File: src/design/rf_tx_pkg.sv
/*
  Package for the RF transmit control block: register offsets, field
  positions, reset values, timing counts, state and line-code types and
  the packed carrier of the RF front-end controls.
  Assumes a 20 MHz system clock and a 32-bit APB register bus.
*/
package rf_tx_pkg;
  // ==========================================================
  // Register byte offsets
  localparam logic [7:0] OFS_TONE0_LO = 8'h00;
  localparam logic [7:0] OFS_TONE0_HI = 8'h04;
  localparam logic [7:0] OFS_TONE1_LO = 8'h08;
  localparam logic [7:0] OFS_TONE1_HI = 8'h0C;
  localparam logic [7:0] OFS_RFCTL2H = 8'h10;
  localparam logic [7:0] OFS_SYSCFG3 = 8'h14;
  localparam logic [7:0] OFS_TXCTL = 8'h18;
  localparam logic [7:0] OFS_TXLEN = 8'h1C;
  localparam logic [7:0] OFS_INT_STS = 8'h20;
  localparam logic [7:0] OFS_INT_MSK = 8'h24;
  localparam logic [7:0] OFS_STATE = 8'h28;
  // ==========================================================
  // Field positions
  localparam int BAND_BIT = 7;      // High band select in rf control
  localparam int BAUD_LSB = 6;      // Baud ratio field, bits 7:6
  localparam int START_BIT = 0;     // Transmit control: start
  localparam int FSK_BIT = 1;       // Transmit control: frequency keying
  localparam int XSEL_LSB = 2;      // Transmit control: crystal select
  localparam int EV_DONE = 0;       // Status: transmission finished
  localparam int EV_LOCK = 1;       // Status: lock-loss alarm
  // ==========================================================
  // Reset values and fixed numbers
  localparam logic [13:0] TONE_RST = 14'h0000;
  localparam logic [7:0] CFG_RST = 8'h00;
  localparam logic [7:0] LEN_RST = 8'h01;
  localparam logic [7:0] RAM_BASE = 8'h80;
  localparam logic [5:0] NDIV_LOW = 6'h1A;  // 26
  localparam logic [5:0] NDIV_HIGH = 6'h24; // 36
  // ==========================================================
  // Timing
  localparam int CLK_MHZ = 20;
  localparam int XTAL_START_US = 100;
  localparam int PLL_SETTLE_US = 50;
  localparam logic [11:0] XTAL_CYC = 12'(XTAL_START_US * CLK_MHZ);
  localparam logic [11:0] SETTLE_CYC = 12'(PLL_SETTLE_US * CLK_MHZ);
  // Chip length in clocks per baud selection 00, 01, 10, 11
  localparam logic [3:0] CHIP_B00 = 4'h2;
  localparam logic [3:0] CHIP_B01 = 4'h8;
  localparam logic [3:0] CHIP_B10 = 4'h4;
  localparam logic [3:0] CHIP_B11 = 4'h1;
  // ==========================================================
  // Types
  typedef enum logic [2:0] {
    ST_IDLE = 3'b000, ST_XTAL = 3'b001, ST_PLL = 3'b010,
    ST_FETCH = 3'b011, ST_SEND = 3'b100, ST_DONE = 3'b101
  } tx_state_t;
  typedef enum logic [2:0] {
    LC_MANCH = 3'b000, LC_PWM = 3'b001, LC_MARK = 3'b010,
    LC_BP0 = 3'b011, LC_BP1 = 3'b100, LC_DBP0 = 3'b101, LC_DBP1 = 3'b110
  } line_code_t;
  typedef struct packed {
    logic xtal_en;
    logic synth_en;
    logic enc_en;
    logic pa_en;
    logic cpu_idle;
    logic tx_data;
    logic [1:0] xtal_sel;
    logic [5:0] int_div;
    logic [13:0] fraction_word;
  } rf_ctl_t;
endpackage

File: src/design/rf_transmit_control.sv
/*
  RF transmit control: APB register file, transmission state machine,
  payload fetch from data RAM, line encoder, synthesizer word steering,
  amplifier keying and lock-loss interrupt.
  Assumes a data RAM that returns read data one cycle after ram_rd_o
  rises, and a synthesizer that reports lock on pll_lock_i.
*/
// Operation
// - Amplitude keying carrier from tone-zero word only
// - Frequency keying: zero bits tone0, ones tone1
// - Output is ref times N plus word/8192
// - Band bit picks divider 26 or 36
// - Modulator follows serial data low or high
// - Amplitude keying toggles amplifier with data
// - FSK amplifier after settle, on throughout
// - Lock loss mutes amplifier, raises alarm
// - Crystal selectable among 26, 16, 24 MHz
// - Baud ratio from config bits 7:6
// - Processor idles during whole transfer
// - Machine reads RAM bytes, feeds encoder
// - Machine powers crystal, synthesizer, encoder
// - Config bits 2:0 select line code
`timescale 1ns/10ps
`default_nettype none
module rf_transmit_control
  import rf_tx_pkg::*;
(
  input wire logic core_clk_i,
  input wire logic rst_n_i,
  input wire logic psel_i,
  input wire logic penable_i,
  input wire logic pwrite_i,
  input wire logic [7:0] paddr_i,
  input wire logic [31:0] pwdata_i,
  output logic [31:0] prdata_o,
  output logic pready_o,
  output logic pslverr_o,
  input wire logic pll_lock_i,
  input wire logic [7:0] ram_rdata_i,
  output logic ram_rd_o,
  output logic [7:0] ram_addr_o,
  output rf_ctl_t rf_o,
  output logic irq_o
);
  // ==========================================================
  // Decoding helpers
  // Map config bits 2:0 to a line code
  function automatic line_code_t dec_code(input logic [2:0] c);
    line_code_t m;
    m = LC_MANCH;
    if (c[0] && !c[1]) begin
      m = LC_MARK;
    end else begin
      case (c)
        3'b000: m = LC_MANCH;
        3'b100: m = LC_PWM;
        3'b010: m = LC_BP0;
        3'b110: m = LC_BP1;
        3'b011: m = LC_DBP0;
        3'b111: m = LC_DBP1;
        default: m = LC_MANCH;
      endcase
    end
    return m;
  endfunction
  // Level of one chip of a bit, cur is the present line level
  function automatic logic chip_lvl(input line_code_t m, input logic b,
                                    input logic [1:0] ch, input logic cur);
    logic v;
    v = cur;
    case (m)
      LC_MANCH: v = (ch == 2'd0) ? b : !b;
      LC_PWM: v = (ch == 2'd0) ? 1'b1 : ((ch == 2'd1) ? b : 1'b0);
      LC_MARK: v = b;
      LC_BP0: v = (ch == 2'd0) ? !cur : (b ? cur : !cur);
      LC_BP1: v = (ch == 2'd0) ? !cur : (b ? !cur : cur);
      LC_DBP0: v = (ch == 2'd0) ? (b ? cur : !cur) : !cur;
      LC_DBP1: v = (ch == 2'd0) ? (b ? !cur : cur) : !cur;
      default: v = cur;
    endcase
    return v;
  endfunction
  // ==========================================================
  // Register file state
  logic [13:0] tone0_q, tone0_d;     // Tone-zero word
  logic [13:0] tone1_q, tone1_d;     // Tone-one word
  logic [7:0] rfctl_q, rfctl_d;      // RF control second high
  logic [7:0] cfg3_q, cfg3_d;        // System config third
  logic [3:0] txctl_q, txctl_d;      // Keying and crystal select
  logic [7:0] len_q, len_d;          // Payload length in bytes
  logic [1:0] sts_q, sts_d;          // Sticky events
  logic [1:0] msk_q, msk_d;          // Event mask
  logic [31:0] rdata_q, rdata_d;
  logic rdy_q, rdy_d, err_q, err_d;
  logic irq_q, irq_d;
  logic wr_en, start_pulse;
  logic [1:0] ev;                    // Event pulses from the machine
  // Machine state
  tx_state_t st_q, st_d;
  logic [11:0] cnt_q, cnt_d;         // Startup and fetch counter
  logic [7:0] addr_q, addr_d;        // RAM read address
  logic [7:0] nleft_q, nleft_d;      // Bytes still to send
  logic [7:0] shr_q, shr_d;          // Byte being sent, MSB first
  logic [2:0] bit_q, bit_d;
  logic [1:0] chip_q, chip_d;
  logic [3:0] tick_q, tick_d;
  logic tx_q, tx_d;                  // Encoded serial line
  logic mute_q, mute_d;
  logic rd_q, rd_d;
  rf_ctl_t out_q, out_d;
  logic [3:0] chip_len;
  logic [1:0] last_chip;
  line_code_t code;
  logic run, fsk;
  // ==========================================================
  // APB slave: no wait cycle, pready with data in the first access cycle
  always_comb begin
    wr_en = psel_i && penable_i && rdy_q && pwrite_i;
    rdy_d = psel_i && !penable_i;
    err_d = 1'b0;
    rdata_d = rdata_q;
    start_pulse = 1'b0;
    tone0_d = tone0_q;
    tone1_d = tone1_q;
    rfctl_d = rfctl_q;
    cfg3_d = cfg3_q;
    txctl_d = txctl_q;
    len_d = len_q;
    msk_d = msk_q;
    sts_d = sts_q;
    if (psel_i && !penable_i) begin
      // Read mux, unmapped reads return zero with error
      case (paddr_i)
        OFS_TONE0_LO: rdata_d = {24'h000000, tone0_q[7:0]};
        OFS_TONE0_HI: rdata_d = {26'h0, tone0_q[13:8]};
        OFS_TONE1_LO: rdata_d = {24'h000000, tone1_q[7:0]};
        OFS_TONE1_HI: rdata_d = {26'h0, tone1_q[13:8]};
        OFS_RFCTL2H: rdata_d = {24'h000000, rfctl_q};
        OFS_SYSCFG3: rdata_d = {24'h000000, cfg3_q};
        OFS_TXCTL: rdata_d = {28'h0000000, txctl_q[3:1], 1'b0};
        OFS_TXLEN: rdata_d = {24'h000000, len_q};
        OFS_INT_STS: rdata_d = {30'h0, sts_q};
        OFS_INT_MSK: rdata_d = {30'h0, msk_q};
        OFS_STATE: rdata_d = {24'h000000, pll_lock_i, mute_q, 3'h0, st_q};
        default: begin
          rdata_d = 32'h00000000;
          err_d = 1'b1;
        end
      endcase
    end
    if (wr_en) begin
      case (paddr_i)
        OFS_TONE0_LO: tone0_d[7:0] = pwdata_i[7:0];
        OFS_TONE0_HI: tone0_d[13:8] = pwdata_i[5:0];
        OFS_TONE1_LO: tone1_d[7:0] = pwdata_i[7:0];
        OFS_TONE1_HI: tone1_d[13:8] = pwdata_i[5:0];
        OFS_RFCTL2H: rfctl_d = pwdata_i[7:0];
        OFS_SYSCFG3: cfg3_d = pwdata_i[7:0];
        OFS_TXCTL: begin
          txctl_d = pwdata_i[3:0];
          start_pulse = pwdata_i[START_BIT];
        end
        OFS_TXLEN: len_d = pwdata_i[7:0];
        OFS_INT_STS: sts_d = sts_q & ~pwdata_i[1:0];
        OFS_INT_MSK: msk_d = pwdata_i[1:0];
        default: sts_d = sts_q;
      endcase
    end
    // Hardware set wins over a clearing write
    sts_d = sts_d | ev;
    irq_d = |(sts_d & msk_q);
  end
  // Register stage of the slave
  always_ff @(posedge core_clk_i) begin
    if (!rst_n_i) begin
      tone0_q <= TONE_RST;
      tone1_q <= TONE_RST;
      rfctl_q <= CFG_RST;
      cfg3_q <= CFG_RST;
      txctl_q <= 4'h0;
      len_q <= LEN_RST;
      sts_q <= 2'b00;
      msk_q <= 2'b00;
      rdata_q <= 32'h00000000;
      rdy_q <= 1'b0;
      err_q <= 1'b0;
      irq_q <= 1'b0;
    end else begin
      tone0_q <= tone0_d;
      tone1_q <= tone1_d;
      rfctl_q <= rfctl_d;
      cfg3_q <= cfg3_d;
      txctl_q <= txctl_d;
      len_q <= len_d;
      sts_q <= sts_d;
      msk_q <= msk_d;
      rdata_q <= rdata_d;
      rdy_q <= rdy_d;
      err_q <= err_d;
      irq_q <= irq_d;
    end
  end
  // ==========================================================
  // Transmission state machine and encoder
  always_comb begin
    code = dec_code(cfg3_q[2:0]);
    fsk = txctl_q[FSK_BIT];
    case (cfg3_q[BAUD_LSB +: 2])
      2'b00: chip_len = CHIP_B00;
      2'b01: chip_len = CHIP_B01;
      2'b10: chip_len = CHIP_B10;
      default: chip_len = CHIP_B11;
    endcase
    last_chip = (code == LC_PWM) ? 2'd2 : 2'd1;
    run = (st_q == ST_FETCH) || (st_q == ST_SEND);
    st_d = st_q;
    cnt_d = cnt_q;
    addr_d = addr_q;
    nleft_d = nleft_q;
    shr_d = shr_q;
    bit_d = bit_q;
    chip_d = chip_q;
    tick_d = tick_q;
    tx_d = tx_q;
    mute_d = mute_q;
    rd_d = 1'b0;
    ev = 2'b00;
    // Lock loss during fetch or send mutes until the next start
    if (run && !pll_lock_i && !mute_q) begin
      mute_d = 1'b1;
      ev[EV_LOCK] = 1'b1;
    end
    case (st_q)
      ST_IDLE: begin
        if (start_pulse) begin
          st_d = ST_XTAL;
          cnt_d = 12'h000;
          addr_d = RAM_BASE;
          nleft_d = len_q;
          mute_d = 1'b0;
          tx_d = 1'b0;
        end
      end
      ST_XTAL: begin
        // Crystal start-up time
        cnt_d = cnt_q + 12'h001;
        if (cnt_q == XTAL_CYC - 12'h001) begin
          st_d = ST_PLL;
          cnt_d = 12'h000;
        end
      end
      ST_PLL: begin
        // Settle counts only while lock is held
        cnt_d = pll_lock_i ? cnt_q + 12'h001 : 12'h000;
        if (pll_lock_i && cnt_q == SETTLE_CYC - 12'h001) begin
          st_d = ST_FETCH;
          cnt_d = 12'h000;
        end
      end
      ST_FETCH: begin
        // Read request, wait, capture byte
        cnt_d = cnt_q + 12'h001;
        rd_d = (cnt_q == 12'h000);
        if (cnt_q == 12'h002) begin
          shr_d = ram_rdata_i;
          addr_d = addr_q + 8'h01;
          nleft_d = nleft_q - 8'h01;
          bit_d = 3'd0;
          chip_d = 2'd0;
          tick_d = 4'h0;
          tx_d = chip_lvl(code, ram_rdata_i[7], 2'd0, tx_q);
          st_d = ST_SEND;
        end
      end
      ST_SEND: begin
        tick_d = tick_q + 4'h1;
        if (tick_q == chip_len - 4'h1) begin
          tick_d = 4'h0;
          if (chip_q != last_chip) begin
            chip_d = chip_q + 2'd1;
            tx_d = chip_lvl(code, shr_q[7], chip_q + 2'd1, tx_q);
          end else if (bit_q != 3'd7) begin
            chip_d = 2'd0;
            bit_d = bit_q + 3'd1;
            shr_d = {shr_q[6:0], 1'b0};
            tx_d = chip_lvl(code, shr_q[6], 2'd0, tx_q);
          end else begin
            cnt_d = 12'h000;
            st_d = (nleft_q == 8'h00) ? ST_DONE : ST_FETCH;
          end
        end
      end
      ST_DONE: begin
        st_d = ST_IDLE;
        tx_d = 1'b0;
        ev[EV_DONE] = 1'b1;
      end
      default: st_d = ST_IDLE;
    endcase
  end
  // Front-end controls, all registered onto the outputs
  always_comb begin
    out_d.xtal_en = (st_q != ST_IDLE) && (st_q != ST_DONE);
    out_d.synth_en = (st_q == ST_PLL) || run;
    out_d.enc_en = run;
    out_d.cpu_idle = st_q != ST_IDLE && st_q != ST_DONE;
    out_d.tx_data = tx_q;
    out_d.xtal_sel = txctl_q[XSEL_LSB +: 2];
    out_d.int_div = rfctl_q[BAND_BIT] ? NDIV_HIGH : NDIV_LOW;
    // Synthesizer: ref * (int_div + fraction_word / 2^13)
    out_d.fraction_word = (fsk && tx_q) ? tone1_q : tone0_q;
    if (fsk) begin
      out_d.pa_en = run && !mute_d;
    end else begin
      out_d.pa_en = (st_q == ST_SEND) && tx_q && !mute_d;
    end
  end
  // Machine and output registers
  always_ff @(posedge core_clk_i) begin
    if (!rst_n_i) begin
      st_q <= ST_IDLE;
      cnt_q <= 12'h000;
      addr_q <= RAM_BASE;
      nleft_q <= 8'h00;
      shr_q <= 8'h00;
      bit_q <= 3'd0;
      chip_q <= 2'd0;
      tick_q <= 4'h0;
      tx_q <= 1'b0;
      mute_q <= 1'b0;
      rd_q <= 1'b0;
      // Divider already shows the low band while reset is held
      out_q <= '{int_div: NDIV_LOW, default: '0};
    end else begin
      st_q <= st_d;
      cnt_q <= cnt_d;
      addr_q <= addr_d;
      nleft_q <= nleft_d;
      shr_q <= shr_d;
      bit_q <= bit_d;
      chip_q <= chip_d;
      tick_q <= tick_d;
      tx_q <= tx_d;
      mute_q <= mute_d;
      rd_q <= rd_d;
      out_q <= out_d;
    end
  end
  assign prdata_o = rdata_q;
  assign pready_o = rdy_q;
  assign pslverr_o = err_q;
  assign irq_o = irq_q;
  assign ram_rd_o = rd_q;
  assign ram_addr_o = addr_q;
  assign rf_o = out_q;
endmodule
`default_nettype wire

File: config.mk
export PLATFORM = sky130hd
export DESIGN_NAME = rf_transmit_control
export DESIGN_NICKNAME = d
export VERILOG_FILES = /design/src/design/rf_tx_pkg.sv /design/src/design/rf_transmit_control.sv
export SDC_FILE = /design/constraint.sdc
export NUM_CORES = 1
export LEC_CHECK = 0
export ABC_AREA = 1
export BUFFER_PORTS_ARGS = -buffer_cell sky130_fd_sc_hd__buf_2
export CAP_MARGIN = 0
export CORE_MARGIN = 2
export CORE_UTILIZATION = 40
export DETAILED_ROUTE_END_ITERATION = 8
export GPL_TIMING_DRIVEN = 0
export HOLD_SLACK_MARGIN = 0.1
export PLACE_DENSITY = 0.68
export SETUP_SLACK_MARGIN = 0.4
export SYNTH_ARGS = -nofsm -noshare
export SYNTH_HDL_FRONTEND = slang
export SYNTH_SLANG_ARGS = --single-unit
File: constraint.sdc
create_clock -name core_clk_i -period 1.9 [get_ports core_clk_i]
set_clock_uncertainty 0.15 [all_clocks]
set_input_delay 0.475 -clock core_clk_i [delete_from_list [all_inputs] [get_ports core_clk_i]]
set_output_delay 0.475 -clock core_clk_i [all_outputs]
set_load 0.1 [all_outputs]
# == After elaboration in Yosys (flattened, before gate mapping) ==
# Cells that the tools add are included.
# classes
n_reduce_logical,56
add_sub_neg,7
bitwise,4
muxes,81
n_eq_ne,52
# ops
cell,count
8-bit case mux with 11 select lines,1
12-bit 2-to-1 mux,7
8-bit 2-to-1 mux,8
12-bit case mux with 5 select lines,1
8-bit case mux with 2 select lines,3
3-bit 2-to-1 mux,13
8-bit by 5-bit equality test with 1-bit output (second input constant),4
3-bit case mux with 5 select lines,2
1-bit 2-to-1 mux,27
3-bit equality test (second input constant),8
8-bit by 6-bit equality test with 1-bit output (second input constant),3
2-bit AND reduction,12
3-bit by 2-bit equality test with 1-bit output (second input constant),6
8-bit by 4-bit equality test with 1-bit output (second input constant),2
8-bit logical NOT,2
3-bit != test (second input constant),5
14-bit 2-to-1 mux,1
2-bit 2-to-1 mux,7
2-bit != test (second input constant),7
1-bit logical AND,13
12-bit by 1-bit adder with 12-bit output (second input constant),1
12-bit by 10-bit equality test with 1-bit output (second input constant),1
12-bit by 11-bit equality test with 1-bit output (second input constant),1
12-bit by 2-bit equality test with 1-bit output (second input constant),1
other kinds (45),64
# word_totals
reg_bits,173
output_inout_bits,72

# == Depth between registers and ports, before layout ==
# logic_depth
depth_word,10
mapped_depth,15
depth_no_buf,15

# == Least setup slack after synthesis ==
# No wires, ideal clock.
# synth_path
path_type,reg-to-reg
startpoint,"register rdy_q, in the netlist pready_o"
endpoint,"register addr_q[2], in the netlist ram_addr_o[2]"
setup_ns,0.075
required_ns,1.675
path_stages_with_launch,10
setup_slack_ns,-0.521
n_path_buf,1
arrival_ns,2.196
cell_sequence,dfxtp_1 nand2_1 nor2_8 inv_4 nor2_8 nand3_4 nand2_4 buf_6 a21oi_1 nor3_2
# synth_via
elab_chain_cells,5
# synth_lines
element,line,source
"start, declared",rf_transmit_control.sv:94,"logic rdy_q, rdy_d, err_q, err_d;"
"start signal, assigned",rf_transmit_control.sv:198,rdy_q <= rdy_d;
1-bit logical AND (2 in a row),rf_transmit_control.sv:118,wr_en = psel_i && penable_i && rdy_q && pwrite_i;
1-bit 2-to-1 mux,rf_transmit_control.sv:151,if (wr_en) begin
2-bit != test (no source line),--,
3-bit AND reduction (no source line),--,
"end signal, assigned",rf_transmit_control.sv:337,addr_q <= addr_d;
"end, declared",rf_transmit_control.sv:101,"logic [7:0] addr_q, addr_d;"
# Every way passes these cells.
# A chain may end at the register's enable or synchronous reset.

# == Final worst setup path ==
# layout_path
startpoint,register cfg3_q[7]
endpoint,register tx_q
# layout_via
elab_chain_cells,6
word_cells_on_any_way,8
cone_classes,1 x add/sub; 4 x eq/ne; 1 x mux; 2 x reduce/logical
# layout_lines
element,line,source
"start, declared",rf_transmit_control.sv:88,"logic [7:0] cfg3_q, cfg3_d;"
"start signal, assigned",rf_transmit_control.sv:192,cfg3_q <= cfg3_d;
"2-bit equality test, or another cell as far along",rf_transmit_control.sv:208,case (cfg3_q[BAUD_LSB +: 2])
4-bit case mux with 3 select lines *,rf_transmit_control.sv:208,
4-bit by 1-bit subtractor with 4-bit output *,rf_transmit_control.sv:277,if (tick_q == chip_len - 4'h1) begin
4-bit equality test *,rf_transmit_control.sv:277,
2-bit != test (no source line) *,--,
12-bit AND reduction (no source line) *,--,
"end signal, assigned",rf_transmit_control.sv:343,tx_q <= tx_d;
"end, declared",rf_transmit_control.sv:107,"logic tx_q, tx_d;"
# Every way passes the cells marked *; elsewhere a longest branch is shown, timed or not.

==> results.sh <==
export IMPL_status="complete, but fails checks"
export IMPL_violations="negative setup slack"
export IMPL_ys_seq_elements=144
export IMPL_cts_root_buf="clkbuf_16"
export IMPL_fp_dieH_um=143.1
export IMPL_grtUsageTotal=0.2681
export IMPL_ys_top_cells_by_area="dfxtp_1, nand2_1, nor2_1"
export IMPL_cts_buffers=17
export IMPL_ys_warn_count=0
export IMPL_cts_hold_buf=0
export IMPL_drc=0
export IMPL_setup_violations=14
export IMPL_hold_class="in2reg"
export IMPL_min_period_ns=1.978
export IMPL_layout_nets=1451
export IMPL_num_antenna_cells=0
export IMPL_synth_cell_types=42
export IMPL_port_buffers=74
export IMPL_grt_pass1_vias=8147
export IMPL_htreeDepth=4
export IMPL_powerDensity_nw_per_um2=807.7
export IMPL_cts_buffer_depth=2
export IMPL_grt_overflow_total=0
export IMPL_fin_crit_sh=1.041
export IMPL_drt_met1_wl_um=11610
export IMPL_setup_ws_ns=-0.07845
export IMPL_yosysMostFrequentCell="nand2_1"
export IMPL_initial_core_util=0.4108
export IMPL_crit_required_ns=2.09
export IMPL_core_area_um2=18830
export IMPL_io_pins=126
export IMPL_ys_seq_area_frac=0.3726
export IMPL_dp_slack_ns=-0.2750
export IMPL_cap_violations=0
export IMPL_first_pass_iters=9
export IMPL_max_freq_mhz=505.4
export IMPL_power_leakage_nw=5.344
export IMPL_drtIter0Drc=1005
export IMPL_ys_top_cells_by_count="nand2_1, nor2_1, dfxtp_1"
export IMPL_tightest_slew_ns=0.6284
export IMPL_grt_first_pass_wirelength_um=42820
export IMPL_grt_antenna_before_repair=0
export IMPL_cts_tree="yes"
export IMPL_totalWireLength_um=30390
export IMPL_area_growth_pct=60.16
export IMPL_synth_top_area_cell="dfxtp_1"
export IMPL_die_w_um=143.1
export IMPL_relSlewSlack=0.5811
export IMPL_clk_latency_ns=0.44
export IMPL_synth_top_area_share=0.3726
export IMPL_syn_area_per_cell_um2=6.646
export IMPL_drive_gt1_frac=0.4345
export IMPL_worstPathMaxFanout=4
export IMPL_synth_area_um2=7736
export IMPL_rrSetupSlack_ns=-0.08
export IMPL_synth_edff_count=0
export IMPL_wl_per_cell_um=18.34
export IMPL_rows=50
export IMPL_ir_worst_vdd_uv=667.3
export IMPL_grt_max_degree=17
export IMPL_synth_cells=1164
export IMPL_vias_per_cell=5.502
export IMPL_worstSetupEndpointType="flop"
export IMPL_worstSetupStartpointType="flop"
export IMPL_vias=9116
export IMPL_fin_tns_setup_ns=-0.5349
export IMPL_async_reset_ff_frac=0
export IMPL_place_hpwl_um=16960
export IMPL_wl_met2_um=14230
export IMPL_ant_nets=0
export IMPL_worst_hold_slack_ns=0.2160
export IMPL_synth_flop_cell="dfxtp_1"
export IMPL_slew_viol_final=0
export IMPL_rsz0062_at_grt="yes"
export IMPL_criticalPathCategory="reg2reg"
export IMPL_die_area_um2=20470
export IMPL_n_fill_cell=1399
export IMPL_dr_wl_met3_um=2802
export IMPL_top_layer_used="met4"
export IMPL_cts_sinks=144
export IMPL_path_clk_slew_ns=0.06
export IMPL_hold_viol=0
export IMPL_gp_congestion=0.8960
export IMPL_worstPathArrival_ns=2.16
## report_power, final
group	internal, mW	switching [mW]
clock	1.76	1.53
combinational	1.18	2.11
sequential	3.22	0.207
## layer usage
metal | vias to the layer above | track usage
met1 | 4195 | 0.3520
met3 | 161 | 0.04728
met2 | 603 | 0.4309
li1 | 4157 | -
met5 | - | 0
met4 | 0 | 0.1193
## final cells by class
| cell class | count | area (um2) | share of cell area |
|---|---|---|---|
| clock inverters | 13 | 116.4 | 0.009391 |
| repair inverters | 2 | 13.76 | 0.001111 |
| repair buffers | 174 | 2145 | 0.1731 |
| plain buffers | 70 | 603.1 | 0.04867 |
| flip-flops and latches | 144 | 3002 | 0.2423 |
| clock buffers | 19 | 442.9 | 0.03575 |
| multi-input cells | 851 | 5149 | 0.4155 |
| inverters | 124 | 594.3 | 0.04797 |
| well taps | 260 | 325.3 | 0.02625 |
## worst paths after layout
path / startpoint / depth (start not counted) / end
setup / recovery: cfg3_q[7] / 14 / tx_q
hold / removal: pwdata_i[1] / 3 / msk_q[1]
setup reg to reg: cfg3_q[7] / 14 / tx_q
hold reg to reg: txctl_q[2] / 2 / rf_o[20]
## placed cells by master (no fill, tap or decap), types with 6 or more instances in the layout
cell type	n
a21oi_1	55
nor2_1	145
a21oi_2	33
inv_1	82
nand2_4	24
buf_8	8
nand3_1	56
o21ai_2	42
ha_1	10
o21ai_0	37
nand2_8	9
inv_8	10
dfxtp_1	85
nand2_1	218
nand2_2	34
nand3_4	6
buf_2	23
inv_4	14
dfxtp_4	18
conb_1	25
buf_6	54
clkbuf_2	7
clkbuf_4	8
inv_2	19
nand4_1	20
o21ai_1	32
nor2_4	30
buf_4	83
dfxtp_2	41
nor2_2	15
nand3_2	16
clkbuf_16	20
buf_12	52
## critical path: stages, from the launching register on
cell	delay [ns]
dfxtp_2	0.35
inv_4	0.05
ha_4	0.25
inv_2	0.03
nand2_2	0.05
nand3_2	0.07
nor2_2	0.14
nand2_2	0.08
nand2_4	0.10
buf_4	0.16
nand3_1	0.11
nor3_1	0.16
nand2_1	0.07
nand2_1	0.08
inv_1	0.04
## timing repair
item,4_1_cts,5_1_grt
endpoints found under the setup margin,159,159
resized for setup,395,254
setup buffers,60,31
pin swaps,56,85
cloned,7,5
## cells by family after synthesis
| family | after synthesis | share of synthesized area |
|---|---|---|
| adder cells (fa/ha/maj) | 13 | 0.02103 |
| flip-flops | 144 | 0.3726 |
| XOR/XNOR | 4 | 0.004529 |
| buffers and inverters | 194 | 0.1179 |
| other | 1 | 0.0004847 |
| AO/OA/AOI/OAI | 216 | 0.1439 |
| AND/OR/NAND/NOR | 592 | 0.3395 |
## flip-flops by register name, summed over array words and instances (netlist names), 12 cells and up
name / flops
cnt_q: 12
tone1_q: 14
rf_o: 23
tone0_q: 14
## per-stage QoR
| stage | area (um2) | power, mW | util | std cells |
|---|---|---|---|---|
| after floorplan | 8139 | 5.192 | - | 1188 |
| after global placement | 8835 | 5.630 | 0.4692 | 1522 |
| after detailed placement | 8835 | 5.658 | 0.4692 | 1522 |
| after CTS | 11290 | 9.587 | 0.5995 | 1621 |
| after global routing | 12390 | 10.33 | 0.6580 | 1657 |
| final | 12390 | 10.01 | 0.6580 | 1657 |
Power figures use the tool's default switching activity.
